File: src/rtc_view_pkg.sv
// constants for the clock and alarm value views
`default_nettype none
package rtc_view_pkg;
   // register byte offsets on the bus
   localparam logic [7:0] off_clock_window = 8'h00;
   localparam logic [7:0] off_clock_pointer = 8'h04;
   localparam logic [7:0] off_alarm_window = 8'h08;
   localparam logic [7:0] off_alarm_pointer = 8'h0C;
   localparam logic [7:0] off_unlock = 8'h10;
   // view pointer codes
   localparam logic [1:0] ptr_min_sec = 2'h0;
   localparam logic [1:0] ptr_wkdy_hour = 2'h1;
   localparam logic [1:0] ptr_month_day = 2'h2;
   localparam logic [1:0] ptr_year = 2'h3;
   // implemented bits per view
   localparam logic [15:0] mask_wkdy_hour = 16'h073F;
   localparam logic [15:0] mask_min_sec = 16'h7F7F;
   localparam logic [15:0] mask_month_day = 16'h1F3F;
   localparam logic [15:0] mask_year = 16'h00FF;
   // reset values of control state
   localparam logic [1:0] ptr_reset = 2'h0;
   localparam logic unlock_reset = 1'b0;
   // axi responses
   localparam logic [1:0] resp_okay = 2'h0;
   localparam logic [1:0] resp_slverr = 2'h2;
   typedef enum logic [1:0] {
      bus_idle = 2'b00,
      bus_wresp = 2'b01,
      bus_rresp = 2'b10
   } bus_state_t;
endpackage
`default_nettype wire

File: src/rtc_time_alarm_value_views.sv
// pointer-selected clock and alarm value views behind an axi4-lite slave
// Operation
// - clock window pointer 01 shows weekday/hours, 00 shows minutes/seconds
// - alarm window pointer 10 month/day, 01 weekday/hours, 00 min/sec
// - weekday/hours views hold the weekday digit in bits 10-8
// - hours tens digit in bits 5-4, hours units digit in bits 3-0
// - minutes tens digit in bits 14-12, minutes units in 11-8
// - seconds tens digit in bits 6-4, seconds units in 3-0
// - month tens bit in bit 12, month units digit in 11-8
// - day tens digit in bits 5-4, day units digit in 3-0
// - clock hours, month/day and year writes, alarm month/day and alarm hours writes need unlock set
// - unimplemented bits of every view read back as zero
// - clock window pointer 11 shows year tens 7-4 and units 3-0
// - clock window pointer 10 shows month/day in alarm layout
`default_nettype none
module rtc_time_alarm_value_views
   import rtc_view_pkg::*;
(
   // clock, reset, enable
   input wire logic mclk,
   input wire logic rst,
   input wire logic clk_en,
   // axi4-lite write
   input wire logic [7:0] s_axi_awaddr,
   input wire logic s_axi_awvalid,
   output logic s_axi_awready,
   input wire logic [31:0] s_axi_wdata,
   input wire logic [3:0] s_axi_wstrb,
   input wire logic s_axi_wvalid,
   output logic s_axi_wready,
   output logic [1:0] s_axi_bresp,
   output logic s_axi_bvalid,
   input wire logic s_axi_bready,
   // axi4-lite read
   input wire logic [7:0] s_axi_araddr,
   input wire logic s_axi_arvalid,
   output logic s_axi_arready,
   output logic [31:0] s_axi_rdata,
   output logic [1:0] s_axi_rresp,
   output logic s_axi_rvalid,
   input wire logic s_axi_rready
);
   typedef struct packed {
      bus_state_t wst;
      bus_state_t rst_st;
      logic aw_held;
      logic [7:0] aw_addr;
      logic w_held;
      logic [31:0] w_data;
      logic [3:0] w_strb;
      logic [1:0] bresp;
      logic [31:0] rdata;
      logic [1:0] rresp;
      logic [1:0] clock_ptr;
      logic [1:0] alarm_ptr;
      logic unlock;
   } ctrl_t;

   // fields are kept apart from the struct: they take no reset value
   logic [15:0] clock_view [4];
   logic [15:0] alarm_view [3];
   ctrl_t r;
   ctrl_t next_r;

   logic do_write;
   logic [15:0] wval;
   logic [15:0] clock_rd;
   logic [15:0] alarm_rd;
   logic [15:0] mask_clk [4];
   logic [15:0] mask_alm [3];
   logic [3:0] clk_we;
   logic [2:0] alm_we;
   logic addr_ok_w;
   logic addr_ok_r;

   assign mask_clk[0] = mask_min_sec;
   assign mask_clk[1] = mask_wkdy_hour;
   assign mask_clk[2] = mask_month_day;
   assign mask_clk[3] = mask_year;
   assign mask_alm[0] = mask_min_sec;
   assign mask_alm[1] = mask_wkdy_hour;
   assign mask_alm[2] = mask_month_day;

   // handshakes drop with the enable: a master must not see a transfer
   // taken or answered while the state cannot move
   assign s_axi_awready = clk_en && (r.wst == bus_idle) && !r.aw_held;
   assign s_axi_wready = clk_en && (r.wst == bus_idle) && !r.w_held;
   assign s_axi_bvalid = clk_en && (r.wst == bus_wresp);
   assign s_axi_bresp = r.bresp;
   assign s_axi_arready = clk_en && (r.rst_st == bus_idle);
   assign s_axi_rvalid = clk_en && (r.rst_st == bus_rresp);
   assign s_axi_rdata = r.rdata;
   assign s_axi_rresp = r.rresp;

   assign do_write = clk_en && (r.wst == bus_idle) && r.aw_held && r.w_held;
   assign wval = r.w_data[15:0];
   assign addr_ok_w = (r.aw_addr[1:0] == 2'h0) && (r.aw_addr <= off_unlock);
   assign addr_ok_r = (s_axi_araddr[1:0] == 2'h0)
      && (s_axi_araddr <= off_unlock);

   assign clock_rd = clock_view[r.clock_ptr] & mask_clk[r.clock_ptr];
   assign alarm_rd = (r.alarm_ptr == ptr_year) ? 16'h0000 :
      (alarm_view[r.alarm_ptr] & mask_alm[r.alarm_ptr]);

   // per-view write enables; year unlock follows the clock views as well
   always_comb begin
      clk_we = 4'h0;
      alm_we = 3'h0;
      if (do_write && (r.w_strb[1:0] != 2'h0)) begin
         if (r.aw_addr == off_clock_window) begin
            if (r.clock_ptr == ptr_min_sec || r.unlock) begin
               clk_we[r.clock_ptr] = 1'b1;
            end
         end
         if (r.aw_addr == off_alarm_window) begin
            if (r.alarm_ptr == ptr_min_sec || r.unlock) begin
               if (r.alarm_ptr != ptr_year) begin
                  alm_we[r.alarm_ptr] = 1'b1;
               end
            end
         end
      end
   end

   genvar gi;
   generate
      for (gi = 0; gi < 4; gi++) begin : g_clk
         always_ff @(posedge mclk) begin
            if (clk_we[gi]) begin
               if (r.w_strb[0]) begin
                  clock_view[gi][7:0] <= wval[7:0] & mask_clk[gi][7:0];
               end
               if (r.w_strb[1]) begin
                  clock_view[gi][15:8] <= wval[15:8] & mask_clk[gi][15:8];
               end
            end
         end
      end
      for (gi = 0; gi < 3; gi++) begin : g_alm
         always_ff @(posedge mclk) begin
            if (alm_we[gi]) begin
               if (r.w_strb[0]) begin
                  alarm_view[gi][7:0] <= wval[7:0] & mask_alm[gi][7:0];
               end
               if (r.w_strb[1]) begin
                  alarm_view[gi][15:8] <= wval[15:8] & mask_alm[gi][15:8];
               end
            end
         end
      end
   endgenerate

   always_comb begin
      next_r = r;
      if (s_axi_awvalid && s_axi_awready) begin
         next_r.aw_held = 1'b1;
         next_r.aw_addr = s_axi_awaddr;
      end
      if (s_axi_wvalid && s_axi_wready) begin
         next_r.w_held = 1'b1;
         next_r.w_data = s_axi_wdata;
         next_r.w_strb = s_axi_wstrb;
      end
      if (do_write) begin
         next_r.aw_held = 1'b0;
         next_r.w_held = 1'b0;
         next_r.wst = bus_wresp;
         next_r.bresp = addr_ok_w ? resp_okay : resp_slverr;
         if (addr_ok_w && r.w_strb[0]) begin
            if (r.aw_addr == off_clock_pointer) begin
               next_r.clock_ptr = r.w_data[1:0];
            end
            if (r.aw_addr == off_alarm_pointer) begin
               next_r.alarm_ptr = r.w_data[1:0];
            end
            if (r.aw_addr == off_unlock) begin
               next_r.unlock = r.w_data[0];
            end
         end
      end
      if (r.wst == bus_wresp && s_axi_bready) begin
         next_r.wst = bus_idle;
      end
      if (s_axi_arvalid && s_axi_arready) begin
         next_r.rst_st = bus_rresp;
         next_r.rresp = addr_ok_r ? resp_okay : resp_slverr;
         unique case (s_axi_araddr)
            off_clock_window: next_r.rdata = {16'h0000, clock_rd};
            off_alarm_window: next_r.rdata = {16'h0000, alarm_rd};
            off_clock_pointer: next_r.rdata = {30'h0, r.clock_ptr};
            off_alarm_pointer: next_r.rdata = {30'h0, r.alarm_ptr};
            off_unlock: next_r.rdata = {31'h0, r.unlock};
            default: next_r.rdata = 32'h00000000;
         endcase
      end
      if (r.rst_st == bus_rresp && s_axi_rready) begin
         next_r.rst_st = bus_idle;
      end
   end

   always_ff @(posedge mclk or posedge rst) begin
      if (rst) begin
         r <= '{wst: bus_idle, rst_st: bus_idle, aw_held: 1'b0,
            aw_addr: 8'h00, w_held: 1'b0, w_data: 32'h00000000,
            w_strb: 4'h0, bresp: resp_okay, rdata: 32'h00000000,
            rresp: resp_okay, clock_ptr: ptr_reset, alarm_ptr: ptr_reset,
            unlock: unlock_reset};
      end else if (clk_en) begin
         r <= next_r;
      end
   end

   a_locked_hour_write: assert property (@(posedge mclk)
      disable iff (rst) (do_write && !r.unlock
      && r.aw_addr == off_clock_window && r.clock_ptr == ptr_wkdy_hour)
      |=> $stable(clock_view[1]))
      else $error("locked hours write changed view");
   a_clock_read_zero: assert property (@(posedge mclk)
      disable iff (rst) (s_axi_arvalid && s_axi_arready && clk_en
      && s_axi_araddr == off_clock_window && r.clock_ptr == ptr_wkdy_hour)
      |=> (s_axi_rdata[31:11] == 21'h0 && s_axi_rdata[7:6] == 2'h0))
      else $error("clock hours view unused bits nonzero");
   a_alarm_unused_ptr: assert property (@(posedge mclk)
      disable iff (rst) (s_axi_arvalid && s_axi_arready && clk_en
      && s_axi_araddr == off_alarm_window && r.alarm_ptr == ptr_year)
      |=> s_axi_rdata == 32'h00000000)
      else $error("alarm pointer 11 read nonzero");
   a_minsec_bits: assert property (@(posedge mclk)
      disable iff (rst) (s_axi_arvalid && s_axi_arready && clk_en
      && s_axi_araddr == off_alarm_window && r.alarm_ptr == ptr_min_sec)
      |=> (s_axi_rdata[15] == 1'b0 && s_axi_rdata[7] == 1'b0))
      else $error("min/sec unused bits nonzero");
   a_minsec_open: assert property (@(posedge mclk)
      disable iff (rst) (do_write && r.aw_addr == off_clock_window
      && r.w_strb == 4'hF && r.clock_ptr == ptr_min_sec)
      |=> clock_view[0] == ($past(r.w_data[15:0]) & mask_min_sec))
      else $error("minutes/seconds write lost");
   a_month_bits: assert property (@(posedge mclk)
      disable iff (rst) (s_axi_arvalid && s_axi_arready && clk_en
      && s_axi_araddr == off_clock_window && r.clock_ptr == ptr_month_day)
      |=> (s_axi_rdata[15:13] == 3'h0 && s_axi_rdata[7:6] == 2'h0))
      else $error("month/day unused bits nonzero");
   a_year_bits: assert property (@(posedge mclk)
      disable iff (rst) (s_axi_arvalid && s_axi_arready && clk_en
      && s_axi_araddr == off_clock_window && r.clock_ptr == ptr_year)
      |=> s_axi_rdata[31:8] == 24'h0)
      else $error("year view upper bits nonzero");
   a_alarm_unlocked: assert property (@(posedge mclk)
      disable iff (rst) (do_write && r.unlock
      && r.aw_addr == off_alarm_window && r.w_strb == 4'hF
      && r.alarm_ptr == ptr_month_day)
      |=> alarm_view[2] == ($past(r.w_data[15:0]) & mask_month_day))
      else $error("unlocked alarm month write lost");
   a_alarm_hour_locked: assert property (@(posedge mclk)
      disable iff (rst) (do_write && !r.unlock
      && r.aw_addr == off_alarm_window && r.alarm_ptr == ptr_wkdy_hour)
      |=> $stable(alarm_view[1]))
      else $error("locked alarm hours write changed view");
   a_alarm_date_locked: assert property (@(posedge mclk)
      disable iff (rst) (do_write && !r.unlock
      && r.aw_addr == off_alarm_window && r.alarm_ptr == ptr_month_day)
      |=> $stable(alarm_view[2]))
      else $error("locked alarm month/day write changed view");
   a_alarm_hour_bits: assert property (@(posedge mclk)
      disable iff (rst) (s_axi_arvalid && s_axi_arready && clk_en
      && s_axi_araddr == off_alarm_window && r.alarm_ptr == ptr_wkdy_hour)
      |=> (s_axi_rdata[31:11] == 21'h0 && s_axi_rdata[7:6] == 2'h0))
      else $error("alarm hours view unused bits nonzero");
   a_alarm_date_bits: assert property (@(posedge mclk)
      disable iff (rst) (s_axi_arvalid && s_axi_arready && clk_en
      && s_axi_araddr == off_alarm_window && r.alarm_ptr == ptr_month_day)
      |=> (s_axi_rdata[31:13] == 19'h0 && s_axi_rdata[7:6] == 2'h0))
      else $error("alarm month/day unused bits nonzero");
   a_hour_write: assert property (@(posedge mclk)
      disable iff (rst) (do_write && r.unlock && r.w_strb == 4'hF
      && r.aw_addr == off_clock_window && r.clock_ptr == ptr_wkdy_hour)
      |=> clock_view[1] == ($past(r.w_data[15:0]) & mask_wkdy_hour))
      else $error("unlocked hours write lost");
   a_alarm_minsec_open: assert property (@(posedge mclk)
      disable iff (rst) (do_write && r.aw_addr == off_alarm_window
      && r.w_strb == 4'hF && r.alarm_ptr == ptr_min_sec)
      |=> alarm_view[0] == ($past(r.w_data[15:0]) & mask_min_sec))
      else $error("alarm minutes/seconds write lost");
endmodule // rtc_time_alarm_value_views
`default_nettype wire

File: config.mk
export PLATFORM = sky130hd
export DESIGN_NAME = rtc_time_alarm_value_views
export DESIGN_NICKNAME = d
export VERILOG_FILES = /design/src/rtc_view_pkg.sv /design/src/rtc_time_alarm_value_views.sv
export SDC_FILE = /design/constraint.sdc
export NUM_CORES = 1
export LEC_CHECK = 0
export BUFFER_PORTS_ARGS = -buffer_cell sky130_fd_sc_hd__buf_2
export CAP_MARGIN = 20
export CORE_ASPECT_RATIO = 0.7
export CORE_MARGIN = 2
export CORE_UTILIZATION = 60
export DETAILED_ROUTE_END_ITERATION = 10
export HOLD_SLACK_MARGIN = 0.12
export PLACE_DENSITY = 0.95
export SLEW_MARGIN = 20
export SYNTH_ARGS = -nofsm -noshare
export SYNTH_HDL_FRONTEND = slang
export SYNTH_SLANG_ARGS = --single-unit
File: constraint.sdc
create_clock -name mclk -period 5.8 [get_ports mclk]
set_input_delay 1.16 -clock mclk [delete_from_list [all_inputs] [get_ports mclk]]
set_output_delay 1.16 -clock mclk [all_outputs]
set_load 0.03 [all_outputs]
Word-level counts from Yosys, hierarchy flattened:

Memories as Yosys holds them, arrays and structs flattened.
Cells that the tools add are included.

* output and inout port bits: 41
* word-level logic and storage cells: 165
* input port bits: 60
* flip-flop bits (word level): 91
* bits in writable memories: 102
* memories kept: 2

Memory list
* clock_view: words 4, width 15, read ports 1, clocked after Yosys merged registers in 0, wr ports 1, RTL line rtc_time_alarm_value_views.sv:60 `logic [15:0] clock_view [4];`
* alarm_view: words 3, width 14, read ports 1, clocked after Yosys merged registers in 0, wr ports 1, RTL line rtc_time_alarm_value_views.sv:61 `logic [15:0] alarm_view [3];`

* bitwise logic cells: 4
* mux-type cells: 74
* $lt $le $gt $ge: 8
* equality and inequality tests: 12
* reduce and logical (&&, ||, !) cells: 52

Operators with widths (number)
* 2-to-1 mux 16 bit: 5
* case mux 16 bit (5 select lines): 1
* binary-select mux 16 bit (select 2 bit): 2
* 2-to-1 mux 15 bit: 3
* OR reduction 15 bit: 3
* 2-to-1 mux 37 bit: 1
* 2-to-1 mux 1 bit: 34
* AND 16 bit: 2
* equality test 8 x 4 -> 1 bit, second input constant: 4
* 2-to-1 mux 2 bit: 16
* 2-to-1 mux 14 bit: 2
* OR reduction 14 bit: 2
* logical AND 1 bit: 19
* equality test 8 x 3 -> 1 bit, second input constant: 2
* equality test 8 x 5 -> 1 bit, second input constant: 2
* <= comparator 8 x 5 -> 1 bit, second input constant: 2
* logical NOT 8 bit: 2
* AND reduction 2 bit: 8
* logical NOT 2 bit: 6
* 2-to-1 mux 3 bit: 4
* 2-to-1 mux 4 bit: 3
* AND reduction 4 bit: 3
* nonzero test 2 bit: 5
* 2-to-1 mux 9 bit: 1
* 10 further kinds: 18

Logic depth before layout (Yosys ltp):

Gate-level depths: netlist (run 1).

* depth after elaboration: 13
* mapped depth: 6
* depth with buffers taken out: 5

Worst setup path before layout (run 1):

OpenSTA, ideal clock, no wires.

* kind: in2out
* start point: in clk_en
* end point: out s_axi_wready
* required time: 4640 ps
* stages on the path: 2
* setup slack: 2951 ps
* data arrival time: 1689 ps
* path through: nand2b_1 > nor2_1

* longest elaborated chain between the ends: 2

RTL lines
* from (decl): RTL line rtc_time_alarm_value_views.sv:22 `input wire logic clk_en,`
* logical AND 1 bit (2 in a row): RTL line rtc_time_alarm_value_views.sv:87 `assign s_axi_wready = clk_en && (r.wst == bus_idle) && !r.w_held;`
* to (decl): RTL line rtc_time_alarm_value_views.sv:30 `output logic s_axi_wready,`

No other way between the ends.

Worst setup path in the final report (run 1):

Ends and elaborated chain as after synthesis.

==> flow_summary.yaml, run 1 <==
setup_path:
  crit_family: "buffers and inverters"
  slowest_stage: "buf_2"
  cp-start-kind: "input port"
  path_cells: "buf_2 > nand2b_1 > nor2_1 > buf_2"
  critPathMaxFanout: 7
  crit_type: "input port to output port"
  cp_data_arrival_time_ns: 1.76
  end_kind: "output port"
  cpPeakStageDelay_ns: 0.21
  path_buf_inv: 2
  crit_path_frequent_cell: "buf_2"
  required_ns: 4.64
global_routing:
  grt_pass1_vias: 3306
  grt_pass1_wl_mm: 17.67
  antenna_found_initial: 0
  grt.overflow.total: 0
  grt_max_degree: 52
  grt_util_all_layers_pct: 24.15
routing:
  drtAntennaViolNets: 0
  wl_mm: 11.28
  met2WireLength_mm: 4.876
  viasPerCell: 5.862
  via_count: 3365
  top_layer_used: "met4"
  wl_per_cell_um: 19.65
  initialDrtViolationCount: 398
  drc_errors: 0
  wl_met3_mm: 1.232
  dr.pass1.iters: 6
  wl_met1_mm: 5.008
finish:
  layout-drive-gt1-share_pct: 30.44
  fin_area_sq_um: 6360
  fin_util_pct: 70.68
  syn2layout_area_growth_pct: 15.42
  finalNonFillerCells: 574
  fillCellCount: 600
  antenna-diode-count: 0
  nets: 502
power:
  p_leak_nw: 2.456
  irDropWorstVdd_mv: 0.3764
  powerDensity_nw_per_um2: 460.6
cts:
  cts_tree: "yes"
  postCtsHoldBufs: 0
  cts_setup_buffers: 0
  cts_buffers: 17
  cts.path.max_buffers: 2
  cts.root.buffer_cell: "clkbuf_16"
  clock_sinks: 127
  htree_levels: 4
  ctsResizeCount: 0
  clk_latency_ns: 0.41
  clk_pin_slew_ns: 0.06
sta:
  tightestPinTransition_ns: 0.8895
  min_period_over_period_pct: 50.41
  hold_viol: 0
  setup_viol: 0
  fmax_mhz: 342.0
  fin_crit_ns: 2.924
  finalSetupTns_ns: 0
  rsz0062_at_grt: "no"
  finalClockSkew_ns: 0.01060
  slew_violations: 0
  slew_headroom_pct: 40.70
place:
  place.gp.congestion: 0.8555
  port_buffers: 62
  hpwl_mm: 7.624
  dpl_cell_area_sq_um: 5684
  dp_cells: 542
logic_synthesis:
  ys_async_sr_fraction_pct: 40.16
  synth_cell_types: 48
  synth_seq_cells: 127
  synthCells: 388
  syn_area_sq_um: 5510
  syn_area_per_cell_sq_um: 14.20
  ys_warn_count: 0
  yosys_most_used_dff: "edfxtp_1"
  ys_seq_area_share_pct: 64.58
  synth_edf_count: 76
die:
  start_util_pct: 61.23
  fp-row-count: 29
  dieWidth_um: 118.5
  coreArea_sq_um: 8999
  die_area_sq_um: 9979
  io_pins: 101
  fp.dieH_um: 84.18
flow_run:
  drv_cap: 0
status:
  status: "completed"
hold_path:
  hp-class: "flop to flop"
-- metrics by stage --
| stage | setup slack [ns] | power [mW] | hold WS, ns |
|---|---|---|---|
| 3_3_place_gp | 2.611 | 1.677 | 0.4343 |
| 3_5_place_dp | 2.558 | 1.721 | 0.4426 |
| 5_1_grt | 2.733 | 3.030 | 0.4638 |
| 2_1_floorplan | 2.951 | 1.606 | 0.4211 |
| 6_report | 2.876 | 2.929 | 0.4478 |
| 4_1_cts | 2.879 | 2.931 | 0.4535 |
-- synth_stat cells, types with 6 or more instances --
master / instances / area, sq um
edfxtp_1: 76 / 2282
dfrtp_1: 51 / 1276
buf_4: 36 / 270.3
mux2_2: 36 / 405.4
nor2_1: 33 / 123.9
nand2_1: 25 / 93.84
mux2i_1: 12 / 120.1
o21ai_0: 12 / 60.06
a22oi_1: 7 / 52.55
and2_1: 6 / 37.54
mux4_2: 6 / 135.1
-- where the power goes --
part	switching, mW	leakage (nW)	internal, mW
logic	0.199	0.817	0.165
registers	0.189	1.32	1.16
clock network	0.370	0.321	0.843
-- cell usage in the layout, fill, tap and decap left out, types with 2 or more instances in the layout --
cell type  synthesis  final
a21oi_1            3      3
a221oi_1           4      4
a22o_1             3      3
a22oi_1            7      7
a31oi_1            3      3
and2_1             6      6
and3_1             3      3
and4_2             2      2
buf_2              5     62
bufinv_16          0      7
clkbuf_1           5      2
clkbuf_16          0     17
clkinv_1           0      4
conb_1             1     19
dfrtp_1           51     51
edfxtp_1          76     76
ha_1               5      5
inv_1              5      4
mux2_2            36     36
mux2i_1           12     12
mux4_2             6      6
nand2_1           25     25
nand2b_1           4      4
nand3_1            2      2
nand4_1            5      5
nand4b_1           3      3
nor2_1            33     33
nor2b_1            5      5
nor3_1             2      2
nor4_1             3      3
o21a_1             2      2
o21ai_0           12     12
o22a_1             2      2
o32ai_1            3      3
-- state kept, by name, indices dropped and copies added (netlist names) --
signal       cells
alarm_view      34
clock_view      42
r               34
s_axi_bresp      1
s_axi_rdata     15
s_axi_rresp      1
-- cells by family after synthesis --
family,count (synthesis),synth area share (%)
DFF,127,64.58
other,1,0.06805
buffers and inverters,55,6.857
adders and majority gates,5,1.135
muxes,54,11.99
AOI/OAI and AO/OA,47,6.086
and+or+nand+nor,99,9.287
-- layer usage --
metal | up-vias | track usage [%]
li1 | 1494 | -
met1 | 1651 | 34.77
met2 | 202 | 33.91
met3 | 18 | 8.424
met4 | 0 | 10.17
met5 | - | 0
-- layout make-up --
| class | count | area (sq um) | area share (%) |
|---|---|---|---|
| repair buffers | 62 | 310.3 | 4.879 |
| clock inverters | 13 | 241.5 | 3.797 |
| flip-flops and latches | 127 | 3558 | 55.95 |
| multi-input cells | 224 | 1642 | 25.81 |
| well taps | 124 | 155.1 | 2.440 |
| inverters | 5 | 20.02 | 0.3148 |
| clock buffers | 19 | 432.9 | 6.807 |
-- worst paths after layout --
path / from / end / slack [ns] / depth (start not counted)
setup / recovery: clk_en / s_axi_wready / 2.88 / 4
hold / removal: r[52] / clock_view[3][7] / 0.45 / 0
setup reg to reg: r[83] / clock_view[0][3] / 3.26 / 4
hold reg to reg: r[52] / clock_view[3][7] / 0.45 / 0
max in group asynchronous: rst / s_axi_rdata[3] / 4.37 / 2
min in group asynchronous: rst / r[79] / 0.91 / 2
(Power assumes the default switching activity.)
==> run 2, diff against run 1 <==
- CORE_UTILIZATION: 60 -> 55
- PLACE_DENSITY: 0.95 -> 0.89
- clock period: 5.8 -> 2.8 ns (I/O delays scaled with it)
==> run 2 against run 1 <==
  * Sequential share of layout area barely moved
  * Die area rose by 8.7%
  * Critical path depth did not move
  * Register-to-register slack got worse by 2.9 ns
  * Combinational power rose by 110%
  * Wire length fell by 3.6%
  * Highest routed layer unchanged
  * Total power rose by 98%
  * Critical path type is now flop to flop
  * Worst setup slack got worse by 2.5 ns
  * Clock power rose by 86%
  * First-iteration DRC count fell by 15%
==> flow_summary.yaml, run 2 (synthesized netlist as in run 1, its figures left out) <==
hold_path:
  hp-class: "input port to flop"
  min_path_cells: 2
  min_to: "r[88]"
  min_from: "s_axi_rready"
finish:
  nets: 511
  layout-drive-gt1-share_pct: 31.22
  antenna-diode-count: 0
  largest_reg_flops: 42
  syn2layout_area_growth_pct: 15.49
  multiInputGateArea_sq_um: 1642
  regMostFlops: "clock_view"
  reg_top3: "clock_view x42, alarm_view x34, r x34"
  finalNonFillerCells: 586
  mostFrequentLayoutCell: "edfxtp_1"
  fillCellCount: 685
  final_cell_mix: "edfxtp_1, buf_2, dfrtp_1, mux2_2, nor2_1"
  regArea_sq_um: 3558
global_routing:
  grt_util_all_layers_pct: 21.93
  antenna_found_initial: 0
  grt_pass1_vias: 3214
  grt_max_degree: 36
  grt_pass1_wl_mm: 16.94
  grt.overflow.total: 0
cts:
  clk_latency_ns: 0.41
  cts.root.buffer_cell: "clkbuf_16"
  clk_pin_slew_ns: 0.05
  ctsResizeCount: 0
  clock_sinks: 127
  cts_buffers: 17
  cts.path.max_buffers: 2
  htree_levels: 4
  cts_tree: "yes"
sta:
  hold_viol: 0
  min_period_over_period_pct: 86.66
  finalSetupTns_ns: 0
  rsz0062_at_grt: "no"
  slew_headroom_pct: 44.41
  tightestPinTransition_ns: 0.8339
  slew_violations: 0
  whs_ns: 0.3137
  finalClockSkew_ns: 0.005846
  fmax_mhz: 412.1
  fin_crit_ns: 2.426
  setup_viol: 0
die:
  fp-row-count: 30
  dieWidth_um: 123.6
  start_util_pct: 56.68
  coreArea_sq_um: 9722
  io_pins: 101
  fp.dieH_um: 87.75
  die_area_sq_um: 10850
power:
  irDropWorstVdd_mv: 0.5640
  p_leak_nw: 2.475
  powerDensity_nw_per_um2: 912.2
  finalPower_mw: 5.805
setup_path:
  path_cells: "or4_4 > nor4_4 > nand2_1 > nor2_1"
  cp-start-kind: "flop"
  cp_data_arrival_time_ns: 2.47
  critPathMaxFanout: 7
  slowest_stage: "or4_4"
  required_ns: 2.84
  end_kind: "flop"
  cpPeakStageDelay_ns: 0.57
  reg2reg_slack_ns: 0.37
  r2r-end: "clock_view[0][6]"
  rr_startpoint: "r[83]"
  crit_type: "flop to flop"
  r2r_cells: 4
routing:
  initialDrtViolationCount: 340
  wl_per_cell_um: 18.55
  wl_mm: 10.87
  drtAntennaViolNets: 0
  dr.pass1.iters: 4
  via_count: 3287
  drc_errors: 0
  viasPerCell: 5.609
place:
  place.gp.congestion: 0.9136
  port_buffers: 62
  hpwl_mm: 7.815
  dp_cells: 554
status:
  status: "completed"
flow_run:
  drv_cap: 0
==> run 2: changes by cell type in the layout (fill, tap and decap cells not counted), sizes merged <==
| cell | before | now |
|---|---|---|
| buf | 62 | 70 |
| bufinv | 7 | 4 |
| clkbuf | 19 | 22 |
| clkinv | 6 | 5 |
| clkinvlp | 1 | 0 |
| dlygate4sd3 | 0 | 1 |
| inv | 4 | 5 |
==> run 2: per-layer routing <==
layer	vias up	GRT usage [%]	wire length, um
met3	22	8.854	1243
met1	1581	30.60	4905
met5	-	0	0
li1	1509	-	-
met2	175	31.72	4571
met4	0	7.231	150
==> run 2: worst max-delay path, delay by kind of cell (launching register included) <==
family / cells / cell delay, ns
and+or+nand+nor: 4 / 1.66
DFF: 1 / 0.39
==> run 2: cell type report <==
class | instances | area share [%]
Clock inverter | 9 | 2.202
Tap cell | 128 | 2.517
Multi-Input combinational cell | 224 | 25.80
Timing Repair Buffer | 71 | 5.977
Inverter | 5 | 0.2949
Sequential cell | 127 | 55.92
Clock buffer | 22 | 7.295
==> run 2: worst max path at each step <==
stage | startpoint | to | slack (ns) | cells after the start
4_1_cts | r[83] | clock_view[0][6] | 0.35 | 4
3_5_place_dp | clk_en | clock_view[0][3] | 0.34 | 5
5_1_grt | r[83] | clock_view[0][6] | 0.20 | 4
2_1_floorplan | clk_en | r[41] | 0.64 | 6
3_3_place_gp | clk_en | clock_view[0][4] | 0.44 | 5
6_report | r[83] | clock_view[0][6] | 0.37 | 4
==> run 2: repair_timing <==
item / CTS / global route
hold buffers: 1 / 0
buffers inserted: 0 / 0
endpoints found under the hold margin: 16 / 0
==> run 2: power breakdown <==
group	switching [mW]	leakage, nW	internal [mW]	total [mW]
Combinational	0.419	0.863	0.353	0.772
Sequential	0.374	1.32	2.41	2.78
Clock	0.733	0.294	1.52	2.25
Total	1.53	2.48	4.28	5.80
==> run 2: per-stage QoR <==
step | util (%) | worst slack (ns) | cell area [sq um]
finish | 65.46 | 0.3736 | 6364
global route | 65.46 | 0.2027 | 6364
CTS | 65.46 | 0.3519 | 6364
detailed placement | 59.14 | 0.3442 | 5749
global placement | 59.14 | 0.4362 | 5749
floorplan | - | 0.6380 | 5578
